$ cat src/inc/ext_irq_consts.svh
// constants for the extended interrupt mask and priority block
`ifndef EXT_IRQ_CONSTS_SVH
`define EXT_IRQ_CONSTS_SVH

// ************************************************************
// register offsets and reset values
// ************************************************************
`define EXT_IRQ_ENABLE_ONE_ADDR 8'hE6
`define EXT_IRQ_PRIORITY_ONE_ADDR 8'hF6
`define EXT_IRQ_ENABLE_ONE_RST 8'h00
`define EXT_IRQ_PRIORITY_ONE_RST 8'h00
`define EXT_IRQ_UNMAPPED_READ 8'h00

// ************************************************************
// bit positions, shared by the enable and priority registers
// ************************************************************
`define BIT_TIMER_THREE 7
`define BIT_COMPARATOR_ONE 6
`define BIT_COMPARATOR_ZERO 5
`define BIT_COUNTER_ARRAY 4
`define BIT_CONVERSION_DONE 3
`define BIT_WINDOW_COMPARE 2
`define BIT_RTC 1
`define BIT_SMBUS_PORT 0

// ************************************************************
// vectoring
// ************************************************************
`define EXT_IRQ_SOURCES 8
`define EXT_IRQ_VECTOR_BASE 4'h7
`define EXT_IRQ_NO_VECTOR 4'h0

`endif

$ cat src/inc/ext_irq_pkg.sv
// types for the extended interrupt mask and priority block
`default_nettype none

package ext_irq_pkg;

  // ************************************************************
  // service tracking
  // ************************************************************
  typedef enum logic [1:0] {
    SVC_IDLE = 2'b00,
    SVC_LOW = 2'b01,
    SVC_HIGH = 2'b10,
    SVC_NESTED = 2'b11
  } svc_e;

  typedef logic [7:0] src_vec_t;

  // ************************************************************
  // whole state of the top module
  // ************************************************************
  typedef struct packed {
    src_vec_t ext_enable;
    src_vec_t ext_priority;
    logic [7:0] rdata;
    src_vec_t req_high;
    src_vec_t req_low;
    logic irq;
    logic irq_high;
    logic [3:0] vector;
    svc_e svc;
  } irq_state_s;

endpackage

`default_nettype wire

$ cat src/design/ext_irq_mask_priority.sv
// extended interrupt enable and priority registers with request logic
//
// Contract
// - timer-three mask gates both overflow flags; 0 blocks both
// - comparator-one mask gates rise and fall flags into a request
// - comparator-zero mask gates rise and fall flags into a request
// - counter-array mask passes or blocks all counter-array requests
// - conversion-done mask passes end-of-conversion flag only while 1
// - window-compare mask passes window flag only while 1
// - rtc mask gates alarm and oscillator-fail flags into one request
// - smbus mask passes or blocks all smbus port requests
// - timer-three level bit: 1 high priority, 0 low
// - comparator-one level bit: 1 high priority, 0 low
// - comparator-zero level bit: 1 high priority, 0 low
// - counter-array level bit: 1 high priority, 0 low
// - conversion-done level bit: 1 high priority, 0 low
// - window-compare level bit: 1 high priority, 0 low
// - smbus level bit: 1 high priority, 0 low
// - global enable 0 blocks every source; 1 follows each mask
`timescale 1ns/1ps
`default_nettype none

`include "ext_irq_consts.svh"

module ext_irq_mask_priority
  import ext_irq_pkg::*;
#(
  parameter int SOURCES = `EXT_IRQ_SOURCES
) (
  input wire logic CLK_SYS_I, // system clock, 200 MHz
  input wire logic RST_N_I, // synchronous reset, active low
  input wire logic [7:0] SFR_ADDR_I, // special register address
  input wire logic SFR_WR_I, // write strobe
  input wire logic SFR_RD_I, // read strobe
  input wire logic [7:0] SFR_WDATA_I, // write data
  output logic [7:0] SFR_RDATA_O, // read data, one cycle later
  input wire logic GLOBAL_IRQ_ENABLE_I, // global enable level
  input wire logic TIMER_THREE_LOW_OVERFLOW_I, // timer low byte flag
  input wire logic TIMER_THREE_HIGH_OVERFLOW_I, // timer high byte flag
  input wire logic COMPARATOR_ONE_RISE_FLAG_I, // comparator one rise
  input wire logic COMPARATOR_ONE_FALL_FLAG_I, // comparator one fall
  input wire logic COMPARATOR_ZERO_RISE_FLAG_I, // comparator zero rise
  input wire logic COMPARATOR_ZERO_FALL_FLAG_I, // comparator zero fall
  input wire logic COUNTER_ARRAY_REQ_I, // any counter array flag
  input wire logic CONVERSION_DONE_FLAG_I, // converter done flag
  input wire logic WINDOW_COMPARE_FLAG_I, // converter window flag
  input wire logic CLOCK_ALARM_FLAG_I, // rtc alarm flag
  input wire logic CLOCK_OSC_FAIL_FLAG_I, // rtc oscillator fail flag
  input wire logic SMBUS_PORT_REQ_I, // any smbus port flag
  input wire logic VECTOR_TAKEN_I, // core vectors to presented irq
  input wire logic SERVICE_RETURN_I, // core leaves a service routine
  output logic [7:0] REQ_HIGH_O, // enabled high-level requests
  output logic [7:0] REQ_LOW_O, // enabled low-level requests
  output logic IRQ_O, // request presented to the core
  output logic IRQ_HIGH_O, // presented request is high level
  output logic [3:0] VECTOR_INDEX_O, // vector number of presented irq
  output logic [1:0] SERVICE_LEVEL_O // service nesting state
);

  irq_state_s s;
  irq_state_s next_s;
  src_vec_t flag_a;
  src_vec_t flag_b;
  src_vec_t level_vec;
  src_vec_t gate_high;
  src_vec_t gate_low;
  logic any_high;
  logic any_low;
  logic [2:0] idx_high;
  logic [2:0] idx_low;
  logic wr_enable;
  logic wr_priority;
  logic rd_enable;
  logic rd_priority;
  logic allow_high;
  logic allow_low;

  // ************************************************************
  // source flag grouping
  // ************************************************************
  always_comb begin
    flag_a = '0;
    flag_b = '0;
    flag_a[`BIT_TIMER_THREE] = TIMER_THREE_LOW_OVERFLOW_I;
    flag_b[`BIT_TIMER_THREE] = TIMER_THREE_HIGH_OVERFLOW_I;
    flag_a[`BIT_COMPARATOR_ONE] = COMPARATOR_ONE_RISE_FLAG_I;
    flag_b[`BIT_COMPARATOR_ONE] = COMPARATOR_ONE_FALL_FLAG_I;
    flag_a[`BIT_COMPARATOR_ZERO] = COMPARATOR_ZERO_RISE_FLAG_I;
    flag_b[`BIT_COMPARATOR_ZERO] = COMPARATOR_ZERO_FALL_FLAG_I;
    flag_a[`BIT_COUNTER_ARRAY] = COUNTER_ARRAY_REQ_I;
    flag_a[`BIT_CONVERSION_DONE] = CONVERSION_DONE_FLAG_I;
    flag_a[`BIT_WINDOW_COMPARE] = WINDOW_COMPARE_FLAG_I;
    flag_a[`BIT_RTC] = CLOCK_ALARM_FLAG_I;
    flag_b[`BIT_RTC] = CLOCK_OSC_FAIL_FLAG_I;
    flag_a[`BIT_SMBUS_PORT] = SMBUS_PORT_REQ_I;
  end

  // every priority bit maps one to one onto its source level
  assign level_vec = s.ext_priority;

  // ************************************************************
  // masking and level split
  // ************************************************************
  ext_irq_source_gate #(
    .SOURCES(SOURCES)
  ) u_gate (
    .flag_a_i(flag_a),
    .flag_b_i(flag_b),
    .mask_i(s.ext_enable),
    .level_i(level_vec),
    .global_i(GLOBAL_IRQ_ENABLE_I),
    .high_o(gate_high),
    .low_o(gate_low)
  );

  ext_irq_pick #(
    .SOURCES(SOURCES),
    .IDX_W(3)
  ) u_pick_high (
    .req_i(gate_high),
    .any_o(any_high),
    .index_o(idx_high)
  );

  ext_irq_pick #(
    .SOURCES(SOURCES),
    .IDX_W(3)
  ) u_pick_low (
    .req_i(gate_low),
    .any_o(any_low),
    .index_o(idx_low)
  );

  // ************************************************************
  // register decode
  // ************************************************************
  assign wr_enable = SFR_WR_I && (SFR_ADDR_I == `EXT_IRQ_ENABLE_ONE_ADDR);
  assign wr_priority = SFR_WR_I &&
                       (SFR_ADDR_I == `EXT_IRQ_PRIORITY_ONE_ADDR);
  assign rd_enable = SFR_RD_I && (SFR_ADDR_I == `EXT_IRQ_ENABLE_ONE_ADDR);
  assign rd_priority = SFR_RD_I &&
                       (SFR_ADDR_I == `EXT_IRQ_PRIORITY_ONE_ADDR);

  // ************************************************************
  // next state
  // ************************************************************
  always_comb begin
    next_s = s;

    if (wr_enable) begin
      next_s.ext_enable = SFR_WDATA_I;
    end
    if (wr_priority) begin
      next_s.ext_priority = SFR_WDATA_I;
    end

    // reads return the value held before a same-cycle write
    if (rd_enable) begin
      next_s.rdata = s.ext_enable;
    end else if (rd_priority) begin
      next_s.rdata = s.ext_priority;
    end else begin
      next_s.rdata = `EXT_IRQ_UNMAPPED_READ;
    end

    next_s.req_high = gate_high;
    next_s.req_low = gate_low;

    // nesting: a taken request records the level it was presented at
    unique case (s.svc)
      SVC_IDLE: begin
        if (VECTOR_TAKEN_I && s.irq) begin
          next_s.svc = s.irq_high ? SVC_HIGH : SVC_LOW;
        end
      end
      SVC_LOW: begin
        if (VECTOR_TAKEN_I && s.irq && s.irq_high) begin
          next_s.svc = SVC_NESTED;
        end else if (SERVICE_RETURN_I) begin
          next_s.svc = SVC_IDLE;
        end
      end
      SVC_HIGH: begin
        if (SERVICE_RETURN_I) begin
          next_s.svc = SVC_IDLE;
        end
      end
      SVC_NESTED: begin
        if (SERVICE_RETURN_I) begin
          next_s.svc = SVC_LOW;
        end
      end
    endcase

    // high waits only for high service; low waits for any service
    allow_high = (next_s.svc == SVC_IDLE) || (next_s.svc == SVC_LOW);
    allow_low = (next_s.svc == SVC_IDLE);

    if (allow_high && any_high) begin
      next_s.irq = 1'b1;
      next_s.irq_high = 1'b1;
      next_s.vector = `EXT_IRQ_VECTOR_BASE + {1'b0, idx_high};
    end else if (allow_low && any_low) begin
      next_s.irq = 1'b1;
      next_s.irq_high = 1'b0;
      next_s.vector = `EXT_IRQ_VECTOR_BASE + {1'b0, idx_low};
    end else begin
      next_s.irq = 1'b0;
      next_s.irq_high = 1'b0;
      next_s.vector = `EXT_IRQ_NO_VECTOR;
    end
  end

  // ************************************************************
  // state register
  // ************************************************************
  always_ff @(posedge CLK_SYS_I) begin
    if (!RST_N_I) begin
      s.ext_enable <= `EXT_IRQ_ENABLE_ONE_RST;
      s.ext_priority <= `EXT_IRQ_PRIORITY_ONE_RST;
      s.rdata <= `EXT_IRQ_UNMAPPED_READ;
      s.req_high <= 8'h00;
      s.req_low <= 8'h00;
      s.irq <= 1'b0;
      s.irq_high <= 1'b0;
      s.vector <= `EXT_IRQ_NO_VECTOR;
      s.svc <= SVC_IDLE;
    end else begin
      s <= next_s;
    end
  end

  // ************************************************************
  // outputs
  // ************************************************************
  assign SFR_RDATA_O = s.rdata;
  assign REQ_HIGH_O = s.req_high;
  assign REQ_LOW_O = s.req_low;
  assign IRQ_O = s.irq;
  assign IRQ_HIGH_O = s.irq_high;
  assign VECTOR_INDEX_O = s.vector;
  assign SERVICE_LEVEL_O = s.svc;
endmodule

`default_nettype wire

$ cat src/design/ext_irq_source_gate.sv
// per-source flag merge, mask and level split
`timescale 1ns/1ps
`default_nettype none

module ext_irq_source_gate #(
  parameter int SOURCES = 8
) (
  input wire logic [SOURCES-1:0] flag_a_i, // first pending flag
  input wire logic [SOURCES-1:0] flag_b_i, // second flag, 0 if none
  input wire logic [SOURCES-1:0] mask_i, // per-source enable
  input wire logic [SOURCES-1:0] level_i, // 1 = high priority
  input wire logic global_i, // global enable
  output logic [SOURCES-1:0] high_o, // enabled high requests
  output logic [SOURCES-1:0] low_o // enabled low requests
);

  genvar g;

  // ************************************************************
  // gating
  // ************************************************************
  generate
    for (g = 0; g < SOURCES; g++) begin : gen_src
      logic pend;
      // either flag of a source raises the one shared request
      assign pend = (flag_a_i[g] | flag_b_i[g]) & mask_i[g] & global_i;
      assign high_o[g] = pend & level_i[g];
      assign low_o[g] = pend & ~level_i[g];
    end
  endgenerate

endmodule

`default_nettype wire

$ cat src/design/ext_irq_pick.sv
// lowest-numbered pending source wins within a level
`timescale 1ns/1ps
`default_nettype none

module ext_irq_pick #(
  parameter int SOURCES = 8,
  parameter int IDX_W = 3
) (
  input wire logic [SOURCES-1:0] req_i, // pending requests
  output logic any_o, // at least one pending
  output logic [IDX_W-1:0] index_o // winning source
);

  // ************************************************************
  // priority encoder
  // ************************************************************
  always_comb begin
    index_o = '0;
    // walk downward so the lowest set bit is left standing
    for (int i = SOURCES - 1; i >= 0; i--) begin
      if (req_i[i]) begin
        index_o = IDX_W'(i);
      end
    end
    any_o = |req_i;
  end

endmodule

`default_nettype wire

$ cat config.mk
export PLATFORM = sky130hd
export DESIGN_NAME = ext_irq_mask_priority
export DESIGN_NICKNAME = d
export VERILOG_FILES = /design/src/inc/ext_irq_pkg.sv /design/src/design/ext_irq_mask_priority.sv /design/src/design/ext_irq_source_gate.sv /design/src/design/ext_irq_pick.sv
export VERILOG_INCLUDE_DIRS = /design/src /design/src/inc
export SDC_FILE = /design/constraint.sdc
export NUM_CORES = 1
export LEC_CHECK = 0
export BUFFER_PORTS_ARGS = -buffer_cell sky130_fd_sc_hd__clkbuf_2
export CORE_UTILIZATION = 46
export CTS_CLUSTER_DIAMETER = 100
export DETAILED_ROUTE_END_ITERATION = 10
export GPL_TIMING_DRIVEN = 0
export PLACE_DENSITY = 0.75
export SETUP_SLACK_MARGIN = 0.05
export SLEW_MARGIN = 20
export SYNTH_ARGS = -nofsm -noshare
export SYNTH_HDL_FRONTEND = slang
export SYNTH_SLANG_ARGS = --single-unit
$ cat constraint.sdc
create_clock -name CLK_SYS_I -period 1.85 [get_ports CLK_SYS_I]
set_clock_uncertainty 0.1 [all_clocks]
set_input_delay 0.0925 -clock CLK_SYS_I [delete_from_list [all_inputs] [get_ports CLK_SYS_I]]
set_output_delay 0.0925 -clock CLK_SYS_I [all_outputs]
set_load 0.005 [all_outputs]
==> results.cfg, run 1 <==
[worst_setup_path]
worst_ep_required_time_ns = 1.98
r2r-end = VECTOR_INDEX_O[2]
critPathKind = reg2reg
critical-path-max-stage-delay_ns = 0.38
cpLargestDelayFamily = compound AO/OA/AOI/OAI gates
worstPathCellList = o2111a_2, o21ai_2, a21oi_2, o21ai_1, a21o_1, ha_2, nor3_2, a21oi_1, o22ai_1
endpoint = VECTOR_INDEX_O[2]
start_kind = flop
crit_buf_inv = 0
cp_max_fo = 3
slowest_stage = dfxtp_4
r2r_start = s[47]
end_kind = flop
crit_start = s[47]
critPathArrivalTime_ns = 1.94
reg2reg_slack_ns = 0.04
path_depth = 9
r2r_cells = 9

[pwr]
power_switching_mw = 0.4001
p_sw_share_pct = 21.25
seq_power_share_pct = 54.6
p_int_mw = 1.483
cellPowerDensity_nw_per_um2 = 588.7
peakVddDrop_v = 0.0004279
comb_power_share_pct = 6.5
p_clk_share_pct = 38.8
p_leak_nw = 1.504

[placement]
dp_worst_setup_slack_ns = -0.1993
dp.cells = 372
gp_congestion = 0.8652
hpwl_mm = 3.955
port-buffer-count = 65

[cts]
cts_sinks = 48
numCtsBuffers = 5
clk_pin_slew_worst_paths_ns = 0.09
tritoncts = built
cts-htree-levels = 2
clockBufferDepth = 2
clk_latency_ns = 0.31
root_buffer = clkbuf_8

[layout]
syn2layout_area_growth_pct = 37.49
n_antenna_cell = 0
n_fill_cell = 370
multi_input_area_um2 = 1221
seq_area_um2 = 984.7
fin_nets = 370
final_cell_count_no_fill = 401
drive_gt1_share_pct = 47.90

[grt]
top_usage_layer = met2
grtUsageMet3_pct = 5.663
gr-total-overflow = 0
grtUsageMet2_pct = 34.77
grt_pass1_vias = 1845
grt_pass1_wl_mm = 8.521
antenna_found_initial = 0
use_met1_pct = 26.72
gr-usage-all-layers_pct = 21.39
grt_max_degree = 15

[logic_synthesis]
synth_top_area_share_pct = 41.31
syn_inst = 240
synth-seq-area-share_pct = 41.31
synth-main-ff-cell = dfxtp_1
synth_edf_count = 0
async_reset_ff_share_pct = 0
syn_nets = 277
syn_area_per_cell_um2 = 9.692
synth_commonest_cells = dfxtp_1 (48), nor2_1 (37), buf_4 (30), mux2i_1 (24), a21oi_1 (13)
ys_top_cells_by_area = dfxtp_1 (41%), mux2i_1 (10%), buf_4 (9.7%)
yosys_register_bits = 48
yosys_warnings = 0
syn_area_um2 = 2326
synth_cell_type_count = 45
yosysMostFrequentCell = dfxtp_1
synth.largest_area_cell = dfxtp_1

[floorplan]
fp.coreArea_um2 = 4786
die_area_um2 = 5345
pin_count = 67
start_util_pct = 48.60
die_w_um = 73.11
die_h_um = 73.11
rows = 25

[sta]
timing.final.crit_share_pct = 97.69
max_freq_ghz = 0.5533
slew_violations = 0
hold_viol = 0
finalSetupViolCount = 0
relSlewSlack_pct = 62.03
fin_ws_ns = 0.04280
layout_min_cycle_time_ns = 1.807
worst_pin_slew_ns = 0.5695
rsz0062_at_grt = yes

[drt]
vias = 2101
initialDrtViolationCount = 130
avgViaCountPerCell = 5.239
firstDrtPassIters = 4
drc = 0
postRouteAntennaNets = 0
wl_mm = 5.710
wire_per_inst_um = 14.24

[hold_path]
hold_start = COUNTER_ARRAY_REQ_I
hold_path.class = in2reg

[run]
drv_cap = 0

[status]
status = finished, final reports clean
[flip-flops by register name, indices dropped and copies added, names as in the netlist]
register / flops
REQ_LOW_O: 8
SFR_RDATA_O: 8
REQ_HIGH_O: 8
level_vec: 8
IRQ_O: 1
VECTOR_INDEX_O: 4
s: 8
IRQ_HIGH_O: 1
SERVICE_LEVEL_O: 2
[stage by stage]
step	util (%)	hold slack [ns]	total power, mW	setup TNS [ns]	instance area, µm²
2_1_floorplan	-	0.1142	1.095	0	2326
3_3_place_gp	57.15	0.2484	1.153	-0.2743	2735
3_5_place_dp	57.15	0.2558	1.155	-0.3268	2735
4_1_cts	63.97	0.01082	1.883	0	3062
5_1_grt	66.82	0.02894	1.949	-0.09264	3198
6_report	66.82	0.01829	1.883	0	3198
[layer usage]
metal | part of all wire (%) | vias up | wire (µm)
met5 | 0 | - | 0
met4 | 2.7 | 0 | 157
met3 | 6.3 | 19 | 361
met2 | 47 | 85 | 2662
met1 | 44 | 972 | 2529
li1 | - | 1025 | -
[worst register-to-register path: stages (launching register included)]
cell and delay (ns):
dfxtp_4 0.38, o2111a_2 0.25, o21ai_2 0.07, a21oi_2 0.15, o21ai_1 0.09, a21o_1 0.17
ha_2 0.18, nor3_2 0.14, a21oi_1 0.05, o22ai_1 0.14
[worst min-delay path by stage]
stage | endpoint | slack, ns | cells after the start
after detailed placement | level_vec[2] | 0.26 | 3
after floorplan | REQ_HIGH_O[7] | 0.11 | 1
after CTS | REQ_HIGH_O[4] | 0.01 | 3
after global routing | REQ_HIGH_O[7] | 0.03 | 2
final | REQ_HIGH_O[4] | 0.02 | 3
after global placement | level_vec[2] | 0.25 | 3
[layout make-up]
type	count	share of cell area (%)
Tap cell	67	2.621
Buffer	38	8.685
Inverter	3	0.3521
Sequential cell	48	30.79
Multi-Input combinational cell	151	38.18
Clock inverter	2	1.095
Clock buffer	6	2.269
Timing Repair Buffer	86	16.00
[cells by family after synthesis]
kind of cell               after synthesis  share of synthesized area, %
DFF                                     48                         41.31
and+or+nand+nor                         83                         20.44
adders and majority gates                2                         1.076
AOI/OAI and AO/OA                       42                         14.42
muxes                                   24                         10.33
buffers and inverters                   41                         12.43
[cells in the final DEF (no fill, tap or decap), drive strengths merged, types with 7 or more instances in the layout]
| cell | Yosys | layout |
|---|---|---|
| mux2i | 24 | 24 |
| buf | 37 | 48 |
| dfxtp | 48 | 48 |
| nand4 | 7 | 7 |
| nor2 | 37 | 37 |
| a21oi | 13 | 13 |
| clkbuf | 1 | 72 |
| nand4b | 7 | 7 |
| dlygate4sd3 | 0 | 10 |
[power groups by stage]
stage	logic (mW)	clock network, mW	registers, mW
6_report	0.123	0.731	1.03
5_1_grt	0.131	0.789	1.03
4_1_cts	0.115	0.738	1.03
3_5_place_dp	0.0974	0	1.06
3_3_place_gp	0.0958	0	1.06
2_1_floorplan	0.0374	0	1.06
[what timing repair did]
item                                   4_1_cts  5_1_grt
buffers inserted                             8        3
resized for setup                           17       29
pin swaps                                    8       12
setup endpoints to repair                    4        4
hold buffers                                10        0
endpoints found under the hold margin       17        0
Power figures use the tool's default switching activity.
==> run 2, diff against run 1 <==
--- a/config.mk
+++ b/config.mk
@@ -8,9 +8,9 @@
 export LEC_CHECK = 0
 export BUFFER_PORTS_ARGS = -buffer_cell sky130_fd_sc_hd__clkbuf_2
-export CORE_UTILIZATION = 46
+export CORE_UTILIZATION = 55
 export CTS_CLUSTER_DIAMETER = 100
 export DETAILED_ROUTE_END_ITERATION = 10
 export GPL_TIMING_DRIVEN = 0
-export PLACE_DENSITY = 0.75
+export PLACE_DENSITY = 0.84
 export SETUP_SLACK_MARGIN = 0.05
 export SLEW_MARGIN = 20
==> constraint.sdc (replaced) <==
create_clock -name CLK_SYS_I -period 2.3 [get_ports CLK_SYS_I]
set_clock_uncertainty 0.1 [all_clocks]
set_input_delay 0.46 -clock CLK_SYS_I [delete_from_list [all_inputs] [get_ports CLK_SYS_I]]
set_output_delay 0.46 -clock CLK_SYS_I [all_outputs]
set_load 0.005 [all_outputs]
==> results.cfg, run 2 (synthesis results as in run 1) <==
[status]
status = finished, final reports clean

[placement]
gp_congestion = 0.8614
dpl-instance-area_um2 = 2714
dp.cells = 355
hpwl_mm = 3.935
port-buffer-count = 65
dp_worst_setup_slack_ns = -0.01040

[cts]
cts_sinks = 48
clockBufferDepth = 2
numCtsBuffers = 5
cts-htree-levels = 2
root_buffer = clkbuf_8
tritoncts = built
clk_pin_slew_worst_paths_ns = 0.09
clk_latency_ns = 0.30

[worst_setup_path]
critical-path-max-stage-delay_ns = 0.45
worstPathCellList = o2111a_2, o21ai_0, a21oi_1, o21ai_0, a21o_1, ha_1, nor3_1, a21oi_1, o22ai_1
start_kind = flop
critPathArrivalTime_ns = 2.15
end_kind = flop
cp_max_fo = 6
critPathKind = reg2reg
worst_ep_required_time_ns = 2.43
slowest_stage = dfxtp_1

[grt]
gr-total-overflow = 0
grt_pass1_wl_mm = 8.280
grt_pass1_vias = 1809
antenna_found_initial = 0
gr-usage-all-layers_pct = 25.20
grt_max_degree = 15

[layout]
fin_util_pct = 69.69
n_fill_cell = 337
final_cell_count_no_fill = 363
fin_nets = 349
final_cell_mix = clkbuf_2 (66), dfxtp_1 (48), nor2_1 (37)
final_area_um2 = 2808
drive_gt1_share_pct = 38.66
layout_commonest_cell = clkbuf_2
syn2layout_area_growth_pct = 20.71
n_antenna_cell = 0

[run]
drv_cap = 0

[drt]
wire_per_inst_um = 14.10
firstDrtPassIters = 5
wl_mm = 5.120
drc = 0
postRouteAntennaNets = 0
initialDrtViolationCount = 110
vias = 1950
avgViaCountPerCell = 5.372

[pwr]
p_clk_share_pct = 36.1
p_int_mw = 1.103
cellPowerDensity_nw_per_um2 = 507.4
p_leak_nw = 1.369
power_switching_mw = 0.3213
peakVddDrop_v = 0.0003144
comb_power_share_pct = 5.5
seq_power_share_pct = 58.3
finalPower_mw = 1.425
p_sw_share_pct = 22.55

[sta]
relSlewSlack_pct = 61.18
fin_ws_ns = 0.2874
timing.final.crit_share_pct = 87.50
rsz0062_at_grt = no
finalSetupViolCount = 0
hold_viol = 0
max_freq_ghz = 0.4969
layout_min_cycle_time_ns = 2.013
slew_violations = 0
worst_pin_slew_ns = 0.5807

[floorplan]
pin_count = 67
fp.coreArea_um2 = 4029
rows = 23
start_util_pct = 57.73
die_area_um2 = 4493
die_h_um = 67.03
die_w_um = 67.03

[hold_path]
hold_path.class = in2reg
-- run 2: changes by cell type in the layout (fill, tap and decap cells not counted), moves of 4 or more --
cell / before / now
o21ai_0: 2 / 6
dfxtp_1: 35 / 48
dfxtp_2: 10 / 0
dlygate4sd3_1: 10 / 0
buf_4: 40 / 30
-- run 2: metrics by stage --
stage                TNS, ns  hold slack (ns)
finish                     0           0.3169
global route               0           0.3320
CTS                        0           0.3155
detailed placement  -0.01040           0.4325
global placement    -0.02738           0.4184
floorplan                  0           0.3693
-- run 2: what timing repair did --
action                                  in CTS  in global routing
setup buffers                                0                  0
hold buffers                                 0                  0
endpoints found under the setup margin       0                  1
gates resized for setup                      0                  1
-- run 2: worst paths after layout --
kind / slack [ns] / depth (start not counted) / startpoint / endpoint
min: 0.32 / 3 / SFR_WDATA_I[2] / level_vec[2]
min reg2reg: 0.44 / 2 / s[47] / REQ_LOW_O[7]
max reg2reg: 0.29 / 9 / level_vec[7] / VECTOR_INDEX_O[2]
max: 0.29 / 9 / level_vec[7] / VECTOR_INDEX_O[2]
-- run 2: area by class of cell --
| cell class | instances | area [µm²] | area share (%) |
|---|---|---|---|
| timing repair buffer | 65 | 325.3 | 11.59 |
| sequential | 48 | 960.9 | 34.22 |
| clock inverter | 2 | 10.01 | 0.3565 |
| tap | 50 | 62.56 | 2.228 |
| inverter | 3 | 11.26 | 0.4011 |
| buffer | 38 | 277.8 | 9.893 |
| clock buffer | 6 | 82.58 | 2.941 |
| multi-input combinational | 151 | 1077 | 38.37 |
-- run 2: worst max-delay path, delay by kind of cell (launching register included) --
family                   cells  cell delay (ns)
AND/OR/NAND/NOR              1             0.18
adder cells (fa/ha/maj)      1             0.18
AO/OA/AOI/OAI                7             1.03
flip-flops                   1             0.45
-- run 2: power groups by stage --
stage | logic (mW) | registers, mW | clock network (mW)
after floorplan | 0.0301 | 0.851 | 0
after global placement | 0.0766 | 0.851 | 0
after detailed placement | 0.0779 | 0.851 | 0
after CTS | 0.0783 | 0.831 | 0.523
after global routing | 0.0854 | 0.831 | 0.564
final | 0.0789 | 0.831 | 0.515
-- run 2: routing by layer --
layer,part of all wire [%],vias up,global-route usage [%]
li1,-,985,-
met1,43,884,31.45
met2,48,68,42.00
met3,6.3,13,5.308
met4,2.1,0,9.309
met5,0,-,0
==> run 3, diff against run 2 <==
- ABC_AREA: default -> 1
==> results.cfg, run 3 <==
[status]
status = complete, but fails checks
violations = DRC

[layout]
drive_gt1_share_pct = 35.60
final_cell_mix = clkbuf_2 (64), dfxtp_1 (48), nand2_1 (45)
final_cell_count_no_fill = 418
final_area_um2 = 2764
fin_nets = 404
syn2layout_area_growth_pct = 20.64
n_antenna_cell = 0
layout_commonest_cell = clkbuf_2
fin_util_pct = 69.10
n_fill_cell = 333

[drt]
postRouteAntennaNets = 0
avgViaCountPerCell = 4.983
firstDrtPassIters = 7
initialDrtViolationCount = 87
wire_per_inst_um = 11.53
drc = 2
wl_mm = 4.818
vias = 2083

[worst_setup_path]
path_common_cell = nand2_1
slowest_stage = dfxtp_1
cp_max_fo = 4
worstPathCellList = inv_1, nor3_1, nand2_1, nand2_1, nand2_1, nand2_1, nand2_1, nand2_1, nand2_1, ha_1, or2_2, nand3_1, o21ai_1
worst_ep_required_time_ns = 2.40
critPathKind = reg2reg
critical-path-max-stage-delay_ns = 0.41
critPathArrivalTime_ns = 2.12
reg2reg_slack_ns = 0.28
r2r_cells = 13
start_kind = flop
end_kind = flop

[cts]
clk_latency_ns = 0.30
root_buffer = clkbuf_8
numCtsBuffers = 5
cts_sinks = 48
tritoncts = built
clockBufferDepth = 2
hold_buffers = 0
cts-htree-levels = 2
clk_pin_slew_worst_paths_ns = 0.08
postCtsSetupBuffers = 0
cts_resized = 0

[sta]
layout_min_cycle_time_ns = 2.022
hold_viol = 0
fin_ws_ns = 0.2782
finalSetupViolCount = 0
rsz0062_at_grt = no
tns_ns = 0
timing.final.crit_share_pct = 87.91
relSlewSlack_pct = 70.34
worst_pin_slew_ns = 0.4449
slew_violations = 0
fin_hold_ws_ns = 0.3341
max_freq_ghz = 0.4946

[floorplan]
die_h_um = 66.54
fp.coreArea_um2 = 4000
start_util_pct = 57.27
die_area_um2 = 4428
rows = 23
pin_count = 67
die_w_um = 66.54

[grt]
gr-usage-all-layers_pct = 24.60
grt_max_degree = 14
grt_pass1_vias = 1840
antenna_found_initial = 0
gr-total-overflow = 0
grt_pass1_wl_mm = 8.086

[logic_synthesis]
synth_cell_type_count = 31
yosysMostFrequentCell = dfxtp_1
syn_area_per_cell_um2 = 7.740
synth-main-ff-cell = dfxtp_1
yosys_register_bits = 48
synth.largest_area_cell = dfxtp_1
syn_nets = 333
ys_top_cells_by_area = dfxtp_1 (42%), buf_4 (9.8%), nand2_1 (7.4%)
syn_inst = 296
synth_commonest_cells = dfxtp_1 (48), nand2_1 (45), nor2_1 (38), buf_4 (30), inv_1 (30)
synth_edf_count = 0
syn_area_um2 = 2291
async_reset_ff_share_pct = 0
synth_top_area_share_pct = 41.94
synth-seq-area-share_pct = 41.94
yosys_warnings = 0

[placement]
dp.cells = 410
hpwl_mm = 3.708
gp_congestion = 0.8693
port-buffer-count = 64
dpl-instance-area_um2 = 2674
dp_worst_setup_slack_ns = 0.1538

[run]
drv_cap = 0

[hold_path]
min_path_cells = 3
hold_path.class = in2reg

[pwr]
peakVddDrop_v = 0.0003436
finalPower_mw = 1.416
cellPowerDensity_nw_per_um2 = 512.4
p_leak_nw = 1.394
[run 3: power by group]
part / switching, mW / internal [mW] / total (mW)
Sequential: 0.000752 / 0.831 / 0.832
Clock: 0.259 / 0.245 / 0.504
Combinational: 0.0460 / 0.0341 / 0.0801
[run 3: worst max-delay path: cells and delay by family (launching register included)]
| family | cells | cell delay, ns |
|---|---|---|
| and+or+nand+nor | 10 | 1.05 |
| DFF | 1 | 0.41 |
| adders and majority gates | 1 | 0.20 |
| buffers and inverters | 1 | 0.10 |
| AOI/OAI and AO/OA | 1 | 0.06 |
[run 3: worst paths after layout]
kind / start / end
min: SFR_WDATA_I[6] / s[46]
min reg2reg: s[46] / s[46]
max reg2reg: level_vec[7] / VECTOR_INDEX_O[2]
max: level_vec[7] / VECTOR_INDEX_O[2]
[run 3: kinds of logic after synthesis]
group                    Yosys count  share of synthesized area [%]
AO/OA/AOI/OAI                     48                          11.25
XOR/XNOR                           1                         0.3824
adder cells (fa/ha/maj)            2                          1.092
buffers and inverters             72                          17.80
flip-flops                        48                          41.94
AND/OR/NAND/NOR                  125                          27.53
[run 3: final cells by class]
cell class | count | area [µm²] | area share [%]
Sequential cell | 48 | 960.9 | 34.77
Multi-Input combinational cell | 176 | 922.1 | 33.36
Timing Repair Buffer | 64 | 320.3 | 11.59
Buffer | 39 | 284.0 | 10.28
Inverter | 33 | 123.9 | 4.482
Clock buffer | 8 | 90.09 | 3.259
Tap cell | 50 | 62.56 | 2.263
[run 3: layer usage]
metal | track usage [%] | wire [µm] | up-vias
met5 | 0 | 0 | -
met4 | 11.97 | 139 | 0
met3 | 5.651 | 335 | 16
met2 | 40.03 | 2253 | 82
met1 | 30.27 | 2089 | 916
li1 | - | - | 1069
